$ cat config.mk
export PLATFORM = sky130hd
export DESIGN_NAME = usfl_top
export DESIGN_NICKNAME = d
export VERILOG_FILES = /design/src/rtl/usfl_pkg.sv /design/src/rtl/usfl_top.sv
export SDC_FILE = /design/constraint.sdc
export NUM_CORES = 1
export LEC_CHECK = 0
export ABC_AREA = 1
export BUFFER_PORTS_ARGS = -buffer_cell sky130_fd_sc_hd__buf_2
export CORE_ASPECT_RATIO = 1.2
export CORE_MARGIN = 5
export CORE_UTILIZATION = 45
export CTS_CLUSTER_SIZE = 10
export DETAILED_ROUTE_END_ITERATION = 8
export PLACE_DENSITY_LB_ADDON = 0.1
export SYNTH_ARGS = -nofsm -noshare
export SYNTH_HDL_FRONTEND = slang
export SYNTH_SLANG_ARGS = --single-unit
$ cat constraint.sdc
create_clock -name clk_i -period 1.5 [get_ports clk_i]
set_input_delay 0.375 -clock clk_i [delete_from_list [all_inputs] [get_ports clk_i]]
set_output_delay 0.375 -clock clk_i [all_outputs]
set_load 0.005 [all_outputs]
$ cat src/rtl/usfl_pkg.sv
package usfl_pkg;
   // ******************************************************
   // Register offsets on the plain register port.
   // ******************************************************
   localparam logic [3:0] REG_TXBUF   = 4'h0;
   localparam logic [3:0] REG_RXBUF   = 4'h1;
   localparam logic [3:0] REG_STATUS  = 4'h2;
   localparam logic [3:0] REG_CTRL    = 4'h3;
   localparam logic [3:0] REG_ISTAT   = 4'h4;
   localparam logic [3:0] REG_IMASK   = 4'h5;
   // ******************************************************
   // Field positions of the status register.
   // ******************************************************
   localparam int ST_RX_BUFFER_FULL_FLAG = 0;
   localparam int ST_FERR = 1;
   localparam int ST_PARITY_ERROR_FLAG = 2;
   localparam int ST_OVERRUN_ERROR_FLAG = 3;
   localparam int ST_TX_BUFFER_FULL_FLAG = 4;
   localparam int ST_TBSY = 5;
   // ******************************************************
   // Field positions of the interrupt status and mask.
   // ******************************************************
   localparam int IS_TX = 0;
   localparam int IS_RX = 1;
   // ******************************************************
   // Field positions of the control register.
   // ******************************************************
   localparam int CT_IRDA = 0;
   // ******************************************************
   // Reset values and the infrared pulse fraction.
   // ******************************************************
   localparam logic [7:0] CTRL_RST  = 8'h00;
   localparam logic [1:0] IMASK_RST = 2'h0;
   localparam logic [4:0] IR_PULSE_16THS = 5'h03;
   localparam logic [4:0] BIT_16THS      = 5'h10;
endpackage

$ cat src/rtl/usfl_top.sv
`timescale 1ns/1ps
// Functional notes
// RULE1 - Empty or loaded shifter clears tx-full flag; here only a shifter load (tx_load_i) clears it
// RULE2 - Tx-full clear raises transmit interrupt
// RULE3 - Host byte write sets tx-full flag
// RULE4 - No flags means nothing received yet
// RULE5 - Overrun only means bytes were lost
// RULE6 - Full without errors means good byte
// RULE7 - Full with overrun means later losses
// RULE8 - Full with frame/parity means corrupt byte
// RULE9 - Host judges interrupt by error flags
// RULE10 - Host discards corrupted byte, receives again
// RULE11 - Host restarts transfer after overrun
// RULE12 - Lower baud or use flow control
// RULE13 - Host reenables nesting after both reads
// RULE14 - Infrared low bit pulses 3/16 bit
// RULE15 - Overrun sets flag, drops new byte
// RULE16 - Loading receive buffer sets rx-full
// RULE17 - Flags seen in status clear on buffer read
// RULE18 - Zero stop bit sets framing, interrupts
// RULE19 - Interrupt requests are one-cycle pulses
module usfl_top
   import usfl_pkg::*;
(
   input  wire logic       clk_i,
   input  wire logic       nrst_i,
   input  wire logic [3:0] addr_i,
   input  wire logic [7:0] wdata_i,
   input  wire logic       wr_i,
   input  wire logic       rd_i,
   output logic      [7:0] rdata_o,
   input  wire logic       rx_done_i,
   input  wire logic [7:0] rx_byte_i,
   input  wire logic       rx_stop_i,
   input  wire logic       rx_par_err_i,
   input  wire logic       tx_load_i,
   input  wire logic       tx_idle_i,
   input  wire logic       tx_bit_i,
   input  wire logic       bit_tick_i,
   output logic      [7:0] tx_byte_o,
   output logic            tx_avail_o,
   output logic            txd_o,
   output logic            tx_irq_o,
   output logic            rx_irq_o,
   output logic            irq_o
);

   // ******************************************************
   // Reset release and state.
   // ******************************************************
   logic [1:0] rst_sync_ff;
   logic       rst_n;

   always_ff @(posedge clk_i or negedge nrst_i) begin
      if (!nrst_i) begin
         rst_sync_ff <= 2'h0;
      end else begin
         rst_sync_ff <= {rst_sync_ff[0], 1'b1};
      end
   end
   assign rst_n = rst_sync_ff[1];

   typedef struct packed {
      logic [7:0] tx_holding_buffer;
      logic [7:0] rx_data_buffer;
      logic       tx_buffer_full_flag;
      logic       tx_busy;
      logic       rx_buffer_full_flag;
      logic       framing_error_flag;
      logic       parity_error_flag;
      logic       overrun_error_flag;
      logic [3:0] seen;
      logic [7:0] ctrl;
      logic [1:0] istat;
      logic [1:0] imask;
      logic       tx_irq;
      logic       rx_irq;
      logic [7:0] rdata;
      logic [4:0] sub;
      logic       txd;
   } usfl_state_t;

   usfl_state_t st_ff;
   usfl_state_t nxt_st;

   logic [7:0] status;
   logic       txb_wr;
   logic       st_rd;
   logic       rxb_rd;
   logic       tx_buffer_full_flag_clr;
   logic       rx_load;
   logic       rx_ovr;

   always_comb begin
      status          = 8'h00;
      // RULE6 full means good
      status[ST_RX_BUFFER_FULL_FLAG] = st_ff.rx_buffer_full_flag;
      // RULE8 corrupt byte flags
      status[ST_FERR] = st_ff.framing_error_flag;
      status[ST_PARITY_ERROR_FLAG] = st_ff.parity_error_flag;
      // RULE5 RULE7 losses flagged
      status[ST_OVERRUN_ERROR_FLAG] = st_ff.overrun_error_flag;
      status[ST_TX_BUFFER_FULL_FLAG] = st_ff.tx_buffer_full_flag;
      status[ST_TBSY] = st_ff.tx_busy;
   end

   assign txb_wr   = wr_i && (addr_i == REG_TXBUF);
   assign st_rd    = rd_i && (addr_i == REG_STATUS);
   assign rxb_rd   = rd_i && (addr_i == REG_RXBUF);
   assign tx_buffer_full_flag_clr = st_ff.tx_buffer_full_flag && tx_load_i;
   assign rx_load  = rx_done_i && !st_ff.rx_buffer_full_flag;
   assign rx_ovr   = rx_done_i && st_ff.rx_buffer_full_flag;

   // ******************************************************
   // Next-state logic.
   // ******************************************************
   always_comb begin
      nxt_st        = st_ff;
      nxt_st.tx_irq = 1'b0;
      nxt_st.rx_irq = 1'b0;
      nxt_st.rdata  = 8'h00;

      // Status read snapshots the receive flags; a buffer read clears only those.
      // RULE17 flags cleared
      if (rxb_rd) begin
         if (st_ff.seen[0]) nxt_st.rx_buffer_full_flag = 1'b0;
         if (st_ff.seen[1]) nxt_st.framing_error_flag  = 1'b0;
         if (st_ff.seen[2]) nxt_st.parity_error_flag   = 1'b0;
         if (st_ff.seen[3]) nxt_st.overrun_error_flag  = 1'b0;
         nxt_st.seen = 4'h0;
      end
      if (st_rd) begin
         nxt_st.seen = status[3:0];
      end

      // RULE16 buffer load
      if (rx_load) begin
         nxt_st.rx_data_buffer      = rx_byte_i;
         nxt_st.rx_buffer_full_flag = 1'b1;
         nxt_st.parity_error_flag   = rx_par_err_i;
         // RULE18 framing error
         nxt_st.framing_error_flag  = !rx_stop_i;
         nxt_st.rx_irq              = 1'b1;
      end
      // RULE15 overrun drop
      if (rx_ovr) begin
         nxt_st.overrun_error_flag = 1'b1;
         nxt_st.rx_irq             = !st_ff.overrun_error_flag;
      end

      // RULE1 cleared on load
      if (tx_buffer_full_flag_clr) begin
         nxt_st.tx_buffer_full_flag = 1'b0;
         nxt_st.tx_busy             = 1'b1;
         // RULE2 transmit request
         nxt_st.tx_irq              = 1'b1;
      end else if (tx_idle_i && !st_ff.tx_buffer_full_flag) begin
         nxt_st.tx_busy = 1'b0;
      end
      // A write in the load cycle refills the buffer, so the set wins.
      // RULE3 set on write
      if (txb_wr) begin
         nxt_st.tx_holding_buffer   = wdata_i;
         nxt_st.tx_buffer_full_flag = 1'b1;
      end

      // Sticky interrupt status: set wins over write-one-to-clear.
      if (wr_i && addr_i == REG_ISTAT) nxt_st.istat = st_ff.istat & ~wdata_i[1:0];
      if (st_ff.tx_irq) nxt_st.istat[IS_TX] = 1'b1;
      if (st_ff.rx_irq) nxt_st.istat[IS_RX] = 1'b1;
      if (wr_i && addr_i == REG_IMASK) nxt_st.imask = wdata_i[1:0];
      if (wr_i && addr_i == REG_CTRL)  nxt_st.ctrl  = wdata_i;

      if (rd_i) begin
         case (addr_i)
            REG_TXBUF:  nxt_st.rdata = st_ff.tx_holding_buffer;
            REG_RXBUF:  nxt_st.rdata = st_ff.rx_data_buffer;
            // RULE4 status encoding
            REG_STATUS: nxt_st.rdata = status;
            REG_CTRL:   nxt_st.rdata = st_ff.ctrl;
            REG_ISTAT:  nxt_st.rdata = {6'h00, st_ff.istat};
            REG_IMASK:  nxt_st.rdata = {6'h00, st_ff.imask};
            default:    nxt_st.rdata = 8'h00;
         endcase
      end

      // Infrared: a low bit is a short low pulse, otherwise the line idles high.
      if (bit_tick_i) nxt_st.sub = 5'h00;
      else if (st_ff.sub != BIT_16THS) nxt_st.sub = st_ff.sub + 5'h01;
      // RULE14 infrared pulse
      if (st_ff.ctrl[CT_IRDA]) nxt_st.txd = tx_bit_i || (nxt_st.sub >= IR_PULSE_16THS);
      else nxt_st.txd = tx_bit_i;
   end

   always_ff @(posedge clk_i or negedge rst_n) begin
      if (!rst_n) begin
         st_ff       <= '0;
         st_ff.ctrl  <= CTRL_RST;
         st_ff.imask <= IMASK_RST;
         st_ff.txd   <= 1'b1;
      end else begin
         st_ff <= nxt_st;
      end
   end

   // ******************************************************
   // Outputs.
   // ******************************************************
   assign rdata_o    = st_ff.rdata;
   assign tx_byte_o  = st_ff.tx_holding_buffer;
   assign tx_avail_o = st_ff.tx_buffer_full_flag;
   assign txd_o      = st_ff.txd;
   // RULE19 single pulses
   assign tx_irq_o   = st_ff.tx_irq;
   assign rx_irq_o   = st_ff.rx_irq;
   assign irq_o      = |(st_ff.istat & st_ff.imask);
endmodule

==> results.cfg <==
[synth]
avgSynthCellArea_um2 = 9.00
ys_async_sr_fraction = 1.00
netlist_area_um2 = 2660
synth_top_area_share = 0.518
ys.flop_type = dfrtp_1
synth_area_leaders = dfrtp_1 52%, nand2_1 11%, inv_1 5.5%, o21ai_2 5.3%, buf_4 4.5%
ys_warn_count = 0
synth-edff-count = 0
yosysSeqAreaShare = 0.528
synth_fp_nets = 328
synth.distinct_cells = 28
synth_cells = 295
synth_top_cell_by_area = dfrtp_1
synth_seq_cells = 56

[cells_and_area]
fin_nets = 376
final_util = 0.536
num_antenna_cells = 0
stdcell_area_um2 = 3060
fillers = 562
drive_gt1_frac = 0.311
area.growth.synth_to_final_pct = 15.1

[global_routing]
antenna_found_initial = 0
grt_usage = 0.158
grt_pass1_vias = 1963
grt_pass1_wl_um = 9200
grt-ovfl-total = 0
grt_max_degree = 36

[die]
die_h_um = 94.2
rows = 30
io_pins = 52
die_area_um2 = 7550
dieWidth_um = 80.1
core_um2 = 5710
start_util = 0.466

[sta]
fmax_ghz = 0.693
fin_ws_ns = 0.0562
hold_viol_final = 0
period_needed_ns = 1.44
finalCritPeriodShare = 0.963
setup_tns_ns = 0
final-setup-viol-count = 0
grt_setup_unrepaired = no
slew_viol_final = 0
fin_skew_ns = 0.00949

[detailed_routing]
totalWireLength_um = 5520
drt_pass1_iterations = 4
drt_iter0_drc = 76
vias_per_cell = 4.62
vias = 1958
drc_errors = 0
antenna_left = 0
wl_per_cell_um = 13.0

[critical_path]
worstSetupStartpointType = register
crit_required_ns = 1.12
critPathKind = reg -> out
worstPathArrival_ns = 1.07
cp-end-kind = output port
crit_fanout = 3

[placement]
io_buffers = 51
place_congestion = 0.775
dpl_cell_area_um2 = 2950
dp_worst_setup_slack_ns = 0.0655
dp_hpwl_um = 4280

[power]
power_mw = 3.62
p_leak_nw = 1.68
ir_drop_uv = 521
p_per_area_nw_per_um2 = 1190

[clock_network]
clk_pin_slew_ns = 0.10
cts_sinks = 56
cts_htree_levels = 2
clk_latency_ns = 0.31
cts_resized = 0
cts_root_buf = clkbuf_8
cts_buffers = 5
cts_tree = yes
cts_buffer_depth = 2

[outcome]
status = finished clean

[min_path]
min_path_type = reg -> async

[flow_run]
timing.max_cap.violations = 0
## cells by family after synthesis
kind of cell / count (synthesis) / synth area share
AOI/OAI and AO/OA: 40 / 0.102
adders and majority gates: 2 / 0.00942
buffers and inverters: 62 / 0.117
DFF: 56 / 0.528
muxes: 8 / 0.0339
other: 1 / 0.00141
and+or+nand+nor: 126 / 0.209
## flip-flops by register name, indices dropped and copies added, names as in the netlist
signal	flops
rst_sync_ff	2
txd_o	1
tx_irq_o	1
tx_byte_o	8
rx_irq_o	1
rdata_o	8
st_ff	34
tx_avail_o	1
## routing by layer
metal  vias to the layer above  part of all wire  GRT usage
met5                         -                 0          0
met3                         6             0.029     0.0288
met4                         0             0.011     0.0423
met2                        27              0.53      0.277
met1                       915              0.43      0.199
li1                       1010                 -          -
## critical path, cell delays in order, from the launching register on
cell and delay, ns:
dfrtp_1 0.41, a22o_1 0.23, buf_2 0.12
## cell usage after synthesis, types with 3 or more instances
cell and number:
mux2_2 8, nand2_2 4, o21ai_0 15, nor2_1 17, inv_1 39, buf_4 16, dfrtp_1 55, nand3_1 21
inv_2 3, nand2_1 76, o21ai_2 16
## worst paths after layout
check | startpoint | endpoint | slack, ns | cells past startpoint
min reg2reg | rst_sync_ff[1]$_DFF_PN0_ | st_ff[40]$_DFFE_PN0P_ | 0.22 | 0
min in group clk_i | bit_tick_i | st_ff[1]$_DFF_PN0_ | 0.24 | 2
max in group asynchronous | rst_sync_ff[1]$_DFF_PN0_ | rdata_o[0]$_DFF_PN0_ | 0.73 | 1
min | rst_sync_ff[1]$_DFF_PN0_ | st_ff[40]$_DFFE_PN0P_ | 0.22 | 0
max | st_ff[19]$_DFFE_PN0P_ | irq_o | 0.06 | 2
max reg2reg | st_ff[1]$_DFF_PN0_ | txd_o$_DFF_PN1_ | 0.19 | 10
## stage by stage
stage | instances | hold slack [ns]
2_1_floorplan | 295 | 0.0794
3_3_place_gp | 415 | 0.161
3_5_place_dp | 415 | 0.163
4_1_cts | 424 | 0.235
5_1_grt | 424 | 0.253
6_report | 424 | 0.222
## power breakdown
| group | internal (mW) | switching (mW) | total (mW) | leakage, nW |
|---|---|---|---|---|
| clock network | 0.379 | 0.503 | 0.882 | 0.0516 |
| logic | 0.358 | 0.351 | 0.708 | 0.920 |
| registers | 1.83 | 0.206 | 2.03 | 0.703 |
| total | 2.57 | 1.06 | 3.62 | 1.68 |
## placed cells by master, fill, tap and decap left out, drive strengths merged
cell	n
o22ai	2
nand4	2
a22o	1
clkinv	2
nor2	20
nand3	21
conb	1
a31oi	1
mux2	8
inv	43
o21ai	33
dfrtp	55
clkbuf	6
ha	2
dlygate4sd3	1
nor3	1
buf	59
o21bai	1
dfstp	1
a21oi	2
nand2	82
## layout make-up
class                           instances  area [um2]  share of cell area
Clock inverter                          2        13.8             0.00450
Clock buffer                            6        82.6              0.0270
Tap cell                               80         100              0.0327
Multi-Input combinational cell        177         943               0.309
Timing Repair Buffer                   60         350               0.115
Sequential cell                        56        1400               0.459
Inverter                               43         163              0.0532
## what timing repair did
| item | in CTS | in global routing |
|---|---|---|
| hold buffers | 1 | 0 |
| endpoints found under the hold margin | 2 | 0 |
| setup buffers | 0 | 0 |
Power figures use the tool's default switching activity.
